**src/core/psbc_regs.vh**
```
// constants for the processor sideband control block
// assumes it is included by bare name from core design files
`ifndef PSBC_REGS_VH
`define PSBC_REGS_VH

// ==================================================================
// timing
`define PSBC_CLK_PERIOD_NS   5
`define PSBC_RESET_RELEASE_CLKS 2
`define PSBC_SYNC_STAGES     2

// ==================================================================
// power-on configuration capture
`define PSBC_CFG_WIDTH       8
`define PSBC_CFG_RESET       8'h00

// ==================================================================
// sequencer states
`define PSBC_ST_RUN          3'h0
`define PSBC_ST_INIT         3'h1
`define PSBC_ST_SHUT         3'h2
`define PSBC_ST_BUILTIN_SELF_TEST         3'h3
`define PSBC_ST_HALT         3'h4

// ==================================================================
// bus transaction type codes driven on o_bus_req_type
`define PSBC_TXN_NONE        2'h0
`define PSBC_TXN_A           2'h1
`define PSBC_TXN_LOCKED      2'h2

`endif

```
**src/core/psbc_sync.v**
```verilog
// parameterised multi-stage synchroniser for asynchronous inputs
// assumes the destination domain is i_clock
`timescale 1ns/100ps
module psbc_sync #(
  parameter WIDTH  = 1,
  parameter STAGES = 2
) (
  input  wire             i_clock,
  input  wire             i_rst,
  input  wire [WIDTH-1:0] i_async,
  output wire [WIDTH-1:0] o_sync
);
  reg [WIDTH-1:0] stage_r [0:STAGES-1];
  integer k;

  // first stage feeds only the next stage
  always @(posedge i_clock or posedge i_rst) begin
    if (i_rst) begin
      for (k = 0; k < STAGES; k = k + 1) begin
        stage_r[k] <= {WIDTH{1'b0}};
      end
    end else begin
      stage_r[0] <= i_async;
      for (k = 1; k < STAGES; k = k + 1) begin
        stage_r[k] <= stage_r[k-1];
      end
    end
  end

  assign o_sync = stage_r[STAGES-1];
endmodule

```
**src/core/psbc_cfg_store.v**
```verilog
// small register store holding power-on configuration and reset vector
// assumes capture strobe is one cycle wide, in the i_clock domain
`timescale 1ns/100ps
module psbc_cfg_store #(
  parameter WIDTH = 8
) (
  input  wire             i_clock,
  input  wire             i_rst,
  input  wire             i_capture,
  input  wire [WIDTH-1:0] i_data,
  output reg  [WIDTH-1:0] o_data
);
  // capture is clocked, never taken by the asynchronous reset
  always @(posedge i_clock or posedge i_rst) begin
    if (i_rst) begin
      o_data <= {WIDTH{1'b0}};
    end else if (i_capture) begin
      o_data <= i_data;
    end
  end
endmodule

```
**src/core/psbc_top.v**
```verilog
// processor sideband control: internal error, numeric error ignore,
// soft init, local interrupt fallback and bus lock indication
// assumes core events arrive synchronous to i_clock; sideband pins async
//
// Notes on behaviour
// - internal error output asserts on error and holds until hard reset
// - internal error also issues one transaction_a transaction on the bus
// - ignore input asserted: pending numeric error is disregarded
// - ignore input deasserted: pending error raises exception on next fp op
// - ignore input has no effect while numeric error enable bit set
// - soft init resets integer registers, keeps caches and fp registers
// - after soft init execution restarts at configured reset vector
// - snoop requests keep being serviced while soft init asserted
// - soft init input is synchronised before use
// - soft init active at reset release selects built-in self-test
// - controller disabled: input 0 is maskable, input 1 is nonmaskable
// - local interrupt controller enabled after reset
// - both local interrupt inputs synchronised before use
// - atomic lock held from start of first to end of last locked txn
// - configuration bus signals captured at reset release
// - bus outputs released within two clocks of hard reset
`timescale 1ns/100ps
`include "psbc_regs.vh"
module psbc_top #(
  parameter CFG_WIDTH = `PSBC_CFG_WIDTH
) (
  input  wire                 i_clock,
  input  wire                 i_rst,
  input  wire                 i_core_internal_error,
  input  wire                 i_ignore_numeric_error_in,
  input  wire                 i_numeric_error_enable_bit,
  input  wire                 i_fp_error_event,
  input  wire                 i_fp_noncontrol_issue,
  input  wire                 i_soft_init_in,
  input  wire [1:0]           i_local_interrupt_in,
  input  wire                 i_lic_enable_wr,
  input  wire                 i_lic_enable_val,
  input  wire                 i_snoop_req,
  input  wire                 i_lock_seq_start,
  input  wire                 i_lock_seq_last_done,
  input  wire                 i_bus_txn_ack,
  input  wire [CFG_WIDTH-1:0] i_cfg_pins,
  output reg                  o_internal_error_out,
  output reg                  o_fp_exception,
  output reg                  o_int_reg_reset,
  output reg                  o_fetch_restart,
  output reg  [CFG_WIDTH-1:0] o_reset_vector_cfg,
  output reg                  o_builtin_self_test_run,
  output reg                  o_snoop_ack,
  output reg                  o_maskable_interrupt_req,
  output reg                  o_nonmaskable_int,
  output reg  [1:0]           o_local_int_to_lic,
  output reg                  o_lic_enabled,
  output reg                  o_atomic_lock,
  output reg  [1:0]           o_bus_req_type,
  output reg                  o_bus_req_valid,
  output reg                  o_bus_drive_en
);

  // ==================================================================
  // decoders, each used within a single process
  function in_init;
    input [2:0] st;
    begin
      in_init = (st == `PSBC_ST_INIT);
    end
  endfunction

  function txn_is;
    input       valid;
    input [1:0] kind;
    input [1:0] code;
    begin
      txn_is = valid && (kind == code);
    end
  endfunction

  // ==================================================================
  // synchronisers for asynchronous sideband pins
  wire       ign_s;
  wire       init_s;
  wire [1:0] lint_s;

  psbc_sync #(.WIDTH(3), .STAGES(`PSBC_SYNC_STAGES)) u_sync (
    .i_clock (i_clock),
    .i_rst   (i_rst),
    .i_async ({i_ignore_numeric_error_in, i_local_interrupt_in}),
    .o_sync  ({ign_s, lint_s})
  );

  // soft init keeps its synchroniser running through hard reset, so the
  // level present at the release edge is already settled when sampled
  psbc_sync #(.WIDTH(1), .STAGES(`PSBC_SYNC_STAGES)) u_init_sync (
    .i_clock (i_clock),
    .i_rst   (1'b0),
    .i_async (i_soft_init_in),
    .o_sync  (init_s)
  );

  // ==================================================================
  // reset release tracking
  // the release edge is seen on the first clock after i_rst falls
  reg rst_seen_r;
  reg release_pulse_r;

  always @(posedge i_clock or posedge i_rst) begin
    if (i_rst) begin
      rst_seen_r      <= 1'b1;
      release_pulse_r <= 1'b0;
    end else begin
      rst_seen_r      <= 1'b0;
      release_pulse_r <= rst_seen_r;
    end
  end

  wire release_now = rst_seen_r;

  // ==================================================================
  // power-on configuration capture
  wire [CFG_WIDTH-1:0] cfg_q;

  psbc_cfg_store #(.WIDTH(CFG_WIDTH)) u_cfg (
    .i_clock   (i_clock),
    .i_rst     (i_rst),
    .i_capture (release_now),
    .i_data    (i_cfg_pins),
    .o_data    (cfg_q)
  );

  // ==================================================================
  // internal error and transaction_a request
  reg  shut_pending_r;
  // a request leaves the bus at the edge that sees it acknowledged
  wire req_accept = o_bus_req_valid && i_bus_txn_ack;

  always @(posedge i_clock or posedge i_rst) begin
    if (i_rst) begin
      o_internal_error_out <= 1'b0;
      shut_pending_r       <= 1'b0;
    end else begin
      if (i_core_internal_error) begin
        o_internal_error_out <= 1'b1;
      end
      if (i_core_internal_error && !o_internal_error_out) begin
        shut_pending_r <= 1'b1;
      end else if (shut_pending_r && req_accept &&
                   txn_is(o_bus_req_valid, o_bus_req_type, `PSBC_TXN_A)) begin
        shut_pending_r <= 1'b0;
      end
    end
  end

  // ==================================================================
  // numeric error handling
  // ignore input is sampled after sync; the two-cycle lag is the
  // reason the outside party must hold it steady around target ready
  reg  fp_err_pend_r;
  wire ignore_eff = ign_s && !i_numeric_error_enable_bit;

  always @(posedge i_clock or posedge i_rst) begin
    if (i_rst) begin
      fp_err_pend_r  <= 1'b0;
      o_fp_exception <= 1'b0;
    end else begin
      o_fp_exception <= 1'b0;
      if (i_fp_noncontrol_issue && fp_err_pend_r && !ignore_eff) begin
        o_fp_exception <= 1'b1;
        fp_err_pend_r  <= i_fp_error_event;
      end else if (i_fp_error_event) begin
        fp_err_pend_r <= 1'b1;
      end
      // when ignored, the error stays pending but does not trap
    end
  end

  // ==================================================================
  // soft init sequencer
  reg [2:0] state_r;
  reg [2:0] state_nxt;
  reg       init_d_r;
  reg       builtin_self_test_sel_r;

  wire init_rise = init_s && !init_d_r;

  always @* begin
    state_nxt = state_r;
    case (state_r)
      `PSBC_ST_RUN: begin
        if (init_rise) begin
          state_nxt = `PSBC_ST_INIT;
        end
      end
      `PSBC_ST_INIT: begin
        if (!init_s) begin
          state_nxt = `PSBC_ST_RUN;
        end
      end
      `PSBC_ST_BUILTIN_SELF_TEST: begin
        state_nxt = `PSBC_ST_RUN;
      end
      default: begin
        state_nxt = `PSBC_ST_RUN;
      end
    endcase
  end

  always @(posedge i_clock or posedge i_rst) begin
    if (i_rst) begin
      state_r            <= `PSBC_ST_RUN;
      init_d_r           <= 1'b0;
      builtin_self_test_sel_r         <= 1'b0;
      o_int_reg_reset    <= 1'b0;
      o_fetch_restart    <= 1'b0;
      o_reset_vector_cfg <= `PSBC_CFG_RESET;
      o_builtin_self_test_run         <= 1'b0;
      o_snoop_ack        <= 1'b0;
    end else begin
      init_d_r <= init_s;
      if (release_now) begin
        builtin_self_test_sel_r <= init_s;
        state_r    <= init_s ? `PSBC_ST_BUILTIN_SELF_TEST : `PSBC_ST_RUN;
      end else begin
        state_r <= state_nxt;
      end
      o_builtin_self_test_run         <= release_pulse_r && builtin_self_test_sel_r;
      // the release edge overrides the sequencer, so a soft init held
      // through reset must not also pulse the integer register reset
      o_int_reg_reset    <= !release_now && in_init(state_nxt);
      o_fetch_restart    <= in_init(state_r) && !init_s;
      o_reset_vector_cfg <= cfg_q;
      o_snoop_ack        <= i_snoop_req;
    end
  end

  // ==================================================================
  // local interrupt routing
  // each pin goes either to the controller or to its fallback line
  wire [1:0] lic_route;
  wire [1:0] fallback;
  genvar     g;

  generate
    for (g = 0; g < 2; g = g + 1) begin : g_lint
      assign lic_route[g] = o_lic_enabled && lint_s[g];
      assign fallback[g]  = !o_lic_enabled && lint_s[g];
    end
  endgenerate

  always @(posedge i_clock or posedge i_rst) begin
    if (i_rst) begin
      o_lic_enabled            <= 1'b1;
      o_maskable_interrupt_req <= 1'b0;
      o_nonmaskable_int        <= 1'b0;
      o_local_int_to_lic       <= 2'h0;
    end else begin
      if (i_lic_enable_wr) begin
        o_lic_enabled <= i_lic_enable_val;
      end
      o_maskable_interrupt_req <= fallback[0];
      o_nonmaskable_int        <= fallback[1];
      o_local_int_to_lic       <= lic_route;
    end
  end

  // ==================================================================
  // bus requests and lock
  // transaction_a takes priority over starting a new locked sequence
  reg  lock_active_r;
  // a lock start is refused while a transaction_a is still owed
  wire lock_take = i_lock_seq_start && !shut_pending_r;

  always @(posedge i_clock or posedge i_rst) begin
    if (i_rst) begin
      lock_active_r   <= 1'b0;
      o_atomic_lock   <= 1'b0;
      o_bus_req_type  <= `PSBC_TXN_NONE;
      o_bus_req_valid <= 1'b0;
      o_bus_drive_en  <= 1'b0;
    end else begin
      o_bus_drive_en <= 1'b1;
      if (lock_take) begin
        lock_active_r <= 1'b1;
      end else if (i_lock_seq_last_done) begin
        lock_active_r <= 1'b0;
      end
      // lock held across the whole sequence so a priority agent waits
      o_atomic_lock <= (lock_active_r || lock_take) && !i_lock_seq_last_done;
      if (req_accept) begin
        o_bus_req_valid <= 1'b0;
        o_bus_req_type  <= `PSBC_TXN_NONE;
      end else if (!o_bus_req_valid && shut_pending_r) begin
        o_bus_req_valid <= 1'b1;
        o_bus_req_type  <= `PSBC_TXN_A;
      end else if (!o_bus_req_valid && i_lock_seq_start) begin
        o_bus_req_valid <= 1'b1;
        o_bus_req_type  <= `PSBC_TXN_LOCKED;
      end
    end
  end

endmodule

```
**config.mk**
```make
export PLATFORM = sky130hd
export DESIGN_NAME = psbc_top
export DESIGN_NICKNAME = d
export VERILOG_FILES = /design/src/core/psbc_sync.v /design/src/core/psbc_cfg_store.v /design/src/core/psbc_top.v
export VERILOG_INCLUDE_DIRS = /design/src /design/src/core
export SDC_FILE = /design/constraint.sdc
export NUM_CORES = 1
export LEC_CHECK = 0
export BUFFER_PORTS_ARGS = -buffer_cell sky130_fd_sc_hd__buf_2
export CAP_MARGIN = 20
export CORE_UTILIZATION = 40
export CTS_CLUSTER_DIAMETER = 50
export CTS_CLUSTER_SIZE = 10
export DETAILED_ROUTE_END_ITERATION = 12
export GPL_TIMING_DRIVEN = 0
export PLACE_DENSITY = 0.62
export SETUP_SLACK_MARGIN = 0.2
export SKIP_LAST_GASP = 1
export SYNTH_ARGS = -nofsm -noshare
export SYNTH_HDL_FRONTEND = slang
export SYNTH_SLANG_ARGS = --single-unit
export TNS_END_PERCENT = 1
```
**constraint.sdc**
```tcl
create_clock -name i_clock -period 1.6 [get_ports i_clock]
set_input_delay 0.32 -clock i_clock [delete_from_list [all_inputs] [get_ports i_clock]]
set_output_delay 0.32 -clock i_clock [all_outputs]
set_load 0.01 [all_outputs]
```
Word-level counts from Yosys, hierarchy flattened
Index checks and enable logic that the tools add are counted.
- equal/unequal tests: 3
- muxes and demuxes: 18
- reductions and logical operators: 36
- operator list (cell ; count):
    1-bit logical AND ; 20
    1-bit logical NOT ; 10
    1-bit 2-to-1 mux ; 10
    3-bit 2-to-1 mux ; 3
    2-bit 2-to-1 mux ; 4
    3-bit by 1-bit equality test with 1-bit output, second input constant ; 2
    3-bit one-hot mux with 2 select lines ; 1
    2-bit nonzero test ; 3
    3-bit logical NOT ; 1
    3-bit nonzero test ; 1
    2-bit by 1-bit equality test with 1-bit output, second input constant ; 1
    1-bit logical OR ; 1
- bits in registers: 50
- bits of input ports: 24
- output and inout port bits: 24
- logic and storage cells: 85

Logic depth before layout (Yosys ltp)
Gate-level depths: netlist of the first run.
- word-level depth: 6
- gate-level depth with buffers: 4
- gate-level depth less buffers: 3

By module
From an unflattened synthesis of the first run, not the netlist that was laid out.
- cells, all modules: 105
- area, all modules: 1640.3 µm²
- by module, submodules not included (module ; times used ; cells each ; area an instance (µm²) ; sequential area each (µm²)):
    psbc_top ; 1 ; 74 ; 1074.8 ; 853.3
    psbc_cfg_store ; 1 ; 18 ; 335.3 ; 200.2
    psbc_sync at u_sync ; 1 ; 10 ; 176.4 ; 150.1
    psbc_sync at u_init_sync ; 1 ; 3 ; 53.8 ; 50.0

Worst setup path before layout of the first run
OpenSTA, ideal clock, no wires.
- path kind: reg2reg
- start point: register rst_seen_r, in the netlist release_now
- end point: register u_cfg.o_data[0]
- setup time: 0.125 ns
- data arrival time: 1.033 ns
- required time: 1.475 ns
- setup slack: 0.442 ns
- cell stages (with the launch flop): 3
- path buffers: 1
- period minus slack after synthesis: 1.158 ns
- cell sequence: dfstp_2 buf_2 mux2_2
- RTL lines (element ; RTL line ; RTL):
    start: declaration ; psbc_top.v:103 ; reg rst_seen_r;
    start signal: assignment ; psbc_top.v:108 ; rst_seen_r <= 1'b1;
    start signal: assignment ; psbc_top.v:111 ; rst_seen_r <= 1'b0;
    end signal: assignment ; psbc_cfg_store.v:16 ; o_data <= {WIDTH{1'b0}};
    end signal: assignment ; psbc_cfg_store.v:18 ; o_data <= i_data;
    end: declaration ; psbc_cfg_store.v:11 ; output reg [WIDTH-1:0] o_data
No word-level cell between the ends.

Worst setup path in the final report of the first run
- start point: register o_lic_enabled
- end point: output o_lic_enabled
- RTL lines (element ; RTL line ; RTL):
    start: declaration ; psbc_top.v:53 ; output reg o_lic_enabled,
    start signal: assignment ; psbc_top.v:257 ; o_lic_enabled <= i_lic_enable_val;
No word-level cell between the ends.

==> impl_metrics.py, run 1 <==
metrics = {
    "outcome": {
        "status": "finished clean",
    },
    "global_route": {
        "grt_pass1_vias": 845,
        "antenna_found_initial": 0,
        "grt_max_degree": 49,
        "grt_use_total_pct": 12.6,
        "grt_overflow": 0,
        "grt_pass1_wl_um": 3770,
    },
    "worst_setup_path": {
        "path_cells": "buf_2",
        "critPathMaxFanout": 6,
        "crit_path_end_kind": "primary output",
        "crit_type": "flip-flop to primary output",
        "path_buf_inv": 1,
        "critPathLaunchType": "flip-flop",
        "slowest_delay_ns": 0.58,
        "crit_arrival_ns": 1.01,
        "crit_family": "flip-flops",
        "crit_required_ns": 1.28,
        "cp_slowest_cell": "dfstp_2",
    },
    "clock_network": {
        "clk_latency_ns": 0.29,
        "cts.sinks": 50,
        "clk_pin_slew_ns": 0.09,
        "post_cts_buffers": 0,
        "cts_tree": "built",
        "cts_max_level": 2,
        "max-clock-path-buffers": 2,
        "cts_buffers": 5,
        "cts-root-buf": "clkbuf_8",
    },
    "synthesis": {
        "synth.area.top_cells": "dfrtp_1, mux2_2, dfstp_2, dfxtp_1, inv_1",
        "synth.distinct_cells": 24,
        "synth_cells": 99,
        "synth-async-reset-ratio_pct": 96.0,
        "yosysWarnings": 0,
        "synth_top_cell_area_share_pct": 73.8,
        "avgSynthCellArea_um2": 15.7,
        "synth_top_area_cell": "dfrtp_1",
        "ys_seq_area_share_pct": 79.8,
        "netlist_area_mm2": 0.00156,
        "synth_edf_count": 0,
        "synth_ff_type": "dfrtp_1",
        "synth.ff_latch_count": 50,
    },
    "finish": {
        "num_antenna_cells": 0,
        "final_common_cell": "buf_2",
        "instances_no_fill": 205,
        "layout.nets": 180,
        "areaGrowthSynthToFinish_pct": 27.4,
        "final_cell_mix": "buf_2, dfrtp_1, mux2_2",
        "drive_gt1_share_pct": 44.6,
        "fillCellCount": 327,
        "utilization_pct": 53.9,
    },
    "floorplanning": {
        "die_y_um": 64.4,
        "die_area_mm2": 0.00415,
        "start_util_pct": 42.3,
        "io_pins": 48,
        "row_count": 22,
        "die_w_um": 64.4,
        "core_area_mm2": 0.00369,
    },
    "placement": {
        "hpwl_um": 1640,
        "dpl_worst_slack_ns": 0.322,
        "port_buffers": 47,
        "dp.cells": 195,
        "gp_congestion": 0.642,
    },
    "timing": {
        "setup_viol": 0,
        "setup_ws_ns": 0.271,
        "hold_violations": 0,
        "fmax_mhz": 753,
        "finalCritPeriodShare_pct": 83.0,
        "setup_tns_ns": 0,
        "fin_crit_ns": 1.33,
        "rsz0062_at_grt": "no",
        "clock_skew_ns": 0.00547,
        "maxSlewViolCount": 0,
    },
    "pwr": {
        "p_per_area_mw_per_mm2": 1270,
        "power_mw": 2.52,
        "leakage_nw": 0.993,
        "ir_worst_vdd_mv": 0.732,
    },
    "routing": {
        "dr.pass1.iters": 2,
        "drcViolationCount": 0,
        "met3_length_um": 205,
        "met1_length_um": 881,
        "met2_length_um": 1210,
        "ant_nets": 0,
        "drt_wl_total_um": 2320,
        "drtIter0Drc": 28,
        "wl_per_cell_um": 11.3,
        "dr.max_layer_used": "met4",
        "viasPerCell": 4.43,
        "num_vias": 909,
    },
    "run": {
        "maxCapViolations": 0,
    },
    "hold_path": {
        "worstHoldPathType": "input port to flip-flop",
    },
}
## cell usage after synthesis, types with 2 or more instances
cell     instances
dfrtp_1         46
inv_1            9
mux2_2           9
nand2_1          4
a21oi_1          3
and2_1           3
nor2b_1          3
o21ai_0          3
conb_1           2
dfstp_2          2
dfxtp_1          2
## where the power goes
| group | leakage [nW] | total [mW] | switching, mW | internal (mW) |
|---|---|---|---|---|
| sequential | 0.589 | 1.49 | 0.0853 | 1.40 |
| clock | 0.0489 | 0.741 | 0.384 | 0.357 |
| combinational | 0.355 | 0.291 | 0.145 | 0.146 |
## through the flow
step           hold slack [ns]  area, um2
6_report                 0.127       1990
5_1_grt                  0.102       1990
4_1_cts                  0.122       1960
3_5_place_dp             0.318       1860
3_3_place_gp             0.312       1860
2_1_floorplan            0.310       1570
## timing repair
action / CTS / global route
hold buffers: 0 / 1
resized for setup: 0 / 0
endpoints found under the hold margin: 0 / 1
endpoints found under the setup margin: 0 / 0
## state kept, by name, summed over array words and instances (netlist names), 2 cells and up
signal              cells
u_sync.o_sync           3
u_sync.stage_r          3
o_bus_req_type          2
o_local_int_to_lic      2
u_cfg.o_data            8
state_r                 3
o_reset_vector_cfg      8
## kinds of logic after synthesis
family | synth area share [%]
flops | 79.8
simple gates | 6.82
compound gates | 3.93
buf+inv | 2.49
mux | 6.50
other cells | 0.482
## path summary, 6_finish.rpt
path / slack [ns] / start / cells after the start / end
worst max-delay path: 0.27 / o_lic_enabled / 1 / o_lic_enabled
worst min-delay path: 0.13 / i_local_interrupt_in[1] / 1 / u_sync.stage_r[4]
worst max register to register: 0.33 / release_now / 2 / u_cfg.o_data[0]
worst min register to register: 0.33 / u_init_sync.stage_r[1] / 0 / u_init_sync.o_sync
max in group asynchronous: 0.69 / i_rst / 4 / release_now
min in group asynchronous: 0.44 / i_rst / 3 / fp_err_pend_r
## area by class of cell
| class | instances | area [um2] | area share [%] |
|---|---|---|---|
| Clock inverter | 1 | 8.76 | 0.441 |
| Timing Repair Buffer | 49 | 265 | 13.4 |
| Clock buffer | 7 | 86.3 | 4.35 |
| Buffer | 1 | 5.00 | 0.252 |
| Multi-Input combinational cell | 40 | 280 | 14.1 |
| Sequential cell | 50 | 1240 | 62.6 |
| Inverter | 9 | 37.5 | 1.89 |
| Tap cell | 48 | 60.1 | 3.02 |
## layer usage
layer,up-vias,track usage [%]
met5,-,0
met4,0,4.17
met3,5,6.16
met2,39,20.8
met1,431,14.3
li1,434,-
Power figures use the tool's default switching activity.
==> run 2, diff against run 1 <==
==> constraint.sdc (replaced) <==
create_clock -name i_clock -period 1.3 [get_ports i_clock]
set_input_delay 0.26 -clock i_clock [delete_from_list [all_inputs] [get_ports i_clock]]
set_output_delay 0.26 -clock i_clock [all_outputs]
set_load 0.01 [all_outputs]
==> run 2 against run 1 <==
Effect of this change: register-to-register slack lost 0.25 ns; die area unchanged; global-route usage rose by 0.15 points; cell count increased by 0.49%; hold slack got worse by 0.060 ns; critical path type is now flip-flop to flip-flop; critical endpoint is now state_r[0]; largest power group unchanged.
==> impl_metrics.py, run 2 (same netlist as run 1, synthesis figures left out) <==
metrics = {
    "outcome": {
        "status": "finished clean",
    },
    "global_route": {
        "grt_pass1_wl_um": 3820,
        "antenna_found_initial": 0,
        "grt_overflow": 0,
        "grt_max_degree": 49,
        "grt_pass1_vias": 858,
        "grt_use_total_pct": 12.8,
    },
    "floorplanning": {
        "die_area_mm2": 0.00415,
        "core_area_mm2": 0.00369,
        "row_count": 22,
        "io_pins": 48,
        "start_util_pct": 42.3,
        "die_y_um": 64.4,
        "die_w_um": 64.4,
    },
    "pwr": {
        "ir_worst_vdd_mv": 0.919,
        "leakage_nw": 1.00,
        "p_per_area_mw_per_mm2": 1550,
    },
    "clock_network": {
        "cts_tree": "built",
        "cts.sinks": 50,
        "cts_max_level": 2,
        "cts_buffers": 5,
        "max-clock-path-buffers": 2,
        "clk_pin_slew_ns": 0.09,
        "clk_latency_ns": 0.30,
        "cts-root-buf": "clkbuf_8",
    },
    "worst_setup_path": {
        "crit_path_end_kind": "flip-flop",
        "slowest_delay_ns": 0.53,
        "crit_arrival_ns": 1.45,
        "r2r_setup_slack_ns": 0.08,
        "timing.rr.end": "state_r[0]",
        "crit_cells": 3,
        "crit_required_ns": 1.54,
        "rr_startpoint": "release_now",
        "r2r_cells": 3,
        "path_buf_inv": 0,
        "critPathLaunchType": "flip-flop",
        "cp_slowest_cell": "or4b_4",
        "critPathLaunch": "release_now",
        "crit_path_end": "state_r[0]",
        "critPathMaxFanout": 3,
        "path_cells": "or4b_4, a21oi_2, or2_1",
        "crit_type": "flip-flop to flip-flop",
        "crit_family": "simple AND/OR/NAND/NOR gates",
    },
    "finish": {
        "top_regs": "o_reset_vector_cfg x8, u_cfg.o_data x8",
        "final_cell_mix": "dfrtp_1, buf_2, mux2_2",
        "num_antenna_cells": 0,
        "utilization_pct": 54.4,
        "layout.nets": 181,
        "drive_gt1_share_pct": 45.6,
        "areaGrowthSynthToFinish_pct": 28.7,
        "fillCellCount": 328,
    },
    "hold_path": {
        "worstHoldPathCells": 1,
        "worstHoldPathType": "input port to flip-flop",
    },
    "routing": {
        "drtIter0Drc": 22,
        "ant_nets": 0,
        "num_vias": 911,
        "dr.pass1.iters": 2,
        "wl_per_cell_um": 11.4,
        "drt_wl_total_um": 2340,
        "viasPerCell": 4.42,
        "drcViolationCount": 0,
    },
    "timing": {
        "setup_viol": 0,
        "fin_crit_ns": 1.22,
        "finalCritPeriodShare_pct": 93.5,
        "maxSlewViolCount": 0,
        "setup_tns_ns": 0,
        "rsz0062_at_grt": "yes",
        "hold_violations": 0,
        "fmax_mhz": 823,
        "clock_skew_ns": 0.00842,
    },
    "placement": {
        "gp_congestion": 0.642,
        "port_buffers": 47,
        "hpwl_um": 1640,
    },
    "run": {
        "maxCapViolations": 0,
    },
}
-- run 2: changes by cell type in the layout (fill, tap and decap cells not counted) --
cell | before | now
buf_6 | 0 | 1
buf_4 | 0 | 2
or4b_1 | 1 | 0
or4b_4 | 0 | 1
buf_2 | 48 | 46
-- run 2: worst min-delay path by stage --
| stage | start | to | slack [ns] |
|---|---|---|---|
| floorplan | i_rst | builtin_self_test_sel_r | 0.29 |
| global placement | u_init_sync.stage_r[1] | u_init_sync.o_sync | 0.31 |
| detailed placement | u_init_sync.stage_r[1] | u_init_sync.o_sync | 0.32 |
| CTS | i_soft_init_in | u_init_sync.stage_r[1] | 0.06 |
| global route | i_soft_init_in | u_init_sync.stage_r[1] | 0.04 |
| finish | i_local_interrupt_in[1] | u_sync.stage_r[4] | 0.07 |
-- run 2: area by class of cell --
type	count	area (um2)	area share, %
Sequential cell	50	1240	62.0
Multi-Input combinational cell	40	284	14.2
Timing Repair Buffer	50	279	13.9
Clock buffer	7	86.3	4.30
Tap cell	48	60.1	2.99
Inverter	9	37.5	1.87
Clock inverter	1	8.76	0.436
Buffer	1	7.51	0.374
-- run 2: what timing repair did --
item,4_1_cts,5_1_grt
setup endpoints to repair,14,19
hold buffers,0,1
endpoints found under the hold margin,0,2
buffers inserted,1,0
gates resized for setup,3,0
cloned,0,0
-- run 2: metrics by stage --
| step | power [mW] | worst slack [ns] | instances | area [um2] | hold WS [ns] |
|---|---|---|---|---|---|
| 3_5_place_dp | 2.22 | 0.0224 | 195 | 1860 | 0.318 |
| 6_report | 3.12 | 0.0847 | 206 | 2010 | 0.0671 |
| 3_3_place_gp | 2.19 | 0.0648 | 195 | 1860 | 0.312 |
| 5_1_grt | 3.29 | 0.0481 | 206 | 2010 | 0.0424 |
| 4_1_cts | 3.14 | 0.0726 | 204 | 1980 | 0.0616 |
| 2_1_floorplan | 2.04 | 0.142 | 100 | 1570 | 0.288 |
-- run 2: layer usage --
metal / GRT usage, % / part of all wire [%]
met5: 0 / 0
met4: 4.17 / 1.1
met2: 21.4 / 52
met1: 14.2 / 38
met3: 6.16 / 9.4
-- run 2: report_power, final --
| group | internal (mW) | switching [mW] |
|---|---|---|
| Sequential | 1.72 | 0.104 |
| Combinational | 0.189 | 0.183 |
| Clock | 0.440 | 0.478 |
| Total | 2.35 | 0.765 |
==> run 3, diff against run 2 <==
--- a/config.mk
+++ b/config.mk
@@ -8,6 +8,7 @@
 export LEC_CHECK = 0
 export BUFFER_PORTS_ARGS = -buffer_cell sky130_fd_sc_hd__buf_2
 export CAP_MARGIN = 20
+export CORE_ASPECT_RATIO = 0.7
 export CORE_UTILIZATION = 40
 export CTS_CLUSTER_DIAMETER = 50
 export CTS_CLUSTER_SIZE = 10
==> run 3 against run 2 <==
Effect of this change: via count increased by 0.99%; setup slack improved by 0.017 ns; clock skew decreased by 0.0029 ns; critical path depth unchanged; sequential power about the same.
==> impl_metrics.py, run 3 (same netlist as run 1, synthesis figures left out) <==
metrics = {
    "pwr": {
        "switching_share_pct": 24.3,
        "ir_worst_vdd_mv": 0.831,
        "seq_power_share_pct": 59.2,
        "power_mw": 3.10,
        "leakage_nw": 1.01,
        "p_comb_share_pct": 12.3,
        "p_per_area_mw_per_mm2": 1530,
        "intPower_mw": 2.35,
        "power_frac_clock_pct": 28.5,
        "p_switching_mw": 0.752,
    },
    "timing": {
        "fmax_mhz": 835,
        "clock_skew_ns": 0.00551,
        "maxSlewViolCount": 0,
        "finalCritPeriodShare_pct": 92.2,
        "hold_violations": 0,
        "setup_viol": 0,
        "setup_tns_ns": 0,
        "fin_crit_ns": 1.20,
        "rsz0062_at_grt": "yes",
    },
    "routing": {
        "dr.pass1.iters": 2,
        "drt_wl_total_um": 2420,
        "viasPerCell": 4.40,
        "wl_per_cell_um": 11.6,
        "num_vias": 920,
        "ant_nets": 0,
        "drcViolationCount": 0,
        "drtIter0Drc": 29,
    },
    "finish": {
        "num_antenna_cells": 0,
        "top_regs": "o_reset_vector_cfg x8, u_cfg.o_data x8",
        "utilization_pct": 55.8,
        "layout.nets": 182,
        "fillCellCount": 329,
        "final_cell_mix": "buf_2, dfrtp_1, mux2_2",
        "areaGrowthSynthToFinish_pct": 29.7,
        "final_common_cell": "buf_2",
        "drive_gt1_share_pct": 46.5,
    },
    "clock_network": {
        "cts-root-buf": "clkbuf_8",
        "clk_latency_ns": 0.29,
        "max-clock-path-buffers": 2,
        "cts.sinks": 50,
        "cts_buffers": 5,
        "cts_tree": "built",
        "clk_pin_slew_ns": 0.08,
        "cts_max_level": 2,
    },
    "floorplanning": {
        "row_count": 18,
        "start_util_pct": 43.0,
        "die_area_mm2": 0.00415,
        "die_y_um": 54.2,
        "core_area_mm2": 0.00363,
        "io_pins": 48,
        "die_w_um": 76.6,
    },
    "global_route": {
        "antenna_found_initial": 0,
        "grt_pass1_vias": 865,
        "grt_pass1_wl_um": 3740,
        "grt_overflow": 0,
        "grt_max_degree": 49,
        "grt_use_total_pct": 12.6,
    },
    "placement": {
        "port_buffers": 47,
        "gp_congestion": 0.705,
        "hpwl_um": 1590,
    },
    "hold_path": {
        "worstHoldPathType": "input port to flip-flop",
    },
    "worst_setup_path": {
        "crit_required_ns": 1.54,
        "critPathMaxFanout": 3,
        "crit_type": "flip-flop to flip-flop",
        "crit_path_end_kind": "flip-flop",
        "crit_arrival_ns": 1.43,
        "critPathLaunchType": "flip-flop",
    },
    "run": {
        "maxCapViolations": 0,
    },
    "outcome": {
        "status": "finished clean",
    },
}
==> run 3: power groups by stage <==
| stage | clock network [mW] | logic, mW | registers [mW] |
|---|---|---|---|
| floorplan | 0 | 0.153 | 1.89 |
| global placement | 0 | 0.349 | 1.85 |
| detailed placement | 0 | 0.360 | 1.86 |
| CTS | 0.926 | 0.374 | 1.82 |
| global route | 0.987 | 0.421 | 1.85 |
| finish | 0.883 | 0.382 | 1.83 |
==> run 3: routing by layer <==
metal | part of all wire [%] | vias up | global-route usage, %
li1 | - | 431 | -
met2 | 49 | 34 | 21.2
met3 | 7.2 | 2 | 4.83
met4 | 0.58 | 0 | 7.69
met5 | 0 | - | 0
met1 | 44 | 453 | 14.3
==> run 3: timing repair <==
action,4_1_cts,5_1_grt
endpoints found under the setup margin,14,15
gates resized for setup,3,2
hold buffers,0,1
setup buffers,1,1
hold endpoints to repair,0,2
==> run 3: worst max-delay path, cell delays in order, from the launching register on <==
cell,delay (ns)
dfstp_2,0.38
or4b_4,0.55
a21oi_4,0.12
or2_1,0.10
==> run 3: layout make-up <==
class | instances | area, um2 | share of cell area, %
inverter | 9 | 37.5 | 1.86
tap | 50 | 62.6 | 3.09
buffer | 1 | 7.51 | 0.371
clock inverter | 1 | 5.00 | 0.248
clock buffer | 7 | 86.3 | 4.27
multi-input combinational | 40 | 292 | 14.4
sequential | 50 | 1240 | 61.6
timing repair buffer | 51 | 287 | 14.2
==> run 3: through the flow <==
step | instance area (um2) | setup WS, ns | hold slack (ns) | cells
finish | 2020 | 0.102 | 0.0650 | 209
global route | 2020 | 0.0488 | 0.0462 | 209
CTS | 1980 | 0.0907 | 0.0537 | 206
detailed placement | 1860 | 0.0396 | 0.315 | 197
global placement | 1860 | 0.0582 | 0.311 | 197
floorplan | 1570 | 0.142 | 0.288 | 100
==> run 3: path summary, 6_finish.rpt <==
kind	start	end	slack (ns)	depth (start not counted)
min	i_soft_init_in	u_init_sync.stage_r[1]	0.06	1
max	release_now	state_r[0]	0.10	3
min reg2reg	u_init_sync.stage_r[1]	u_init_sync.o_sync	0.33	0
max reg2reg	release_now	state_r[0]	0.10	3
min in group asynchronous	i_rst	o_atomic_lock	0.40	3
max in group asynchronous	i_rst	release_now	0.41	4
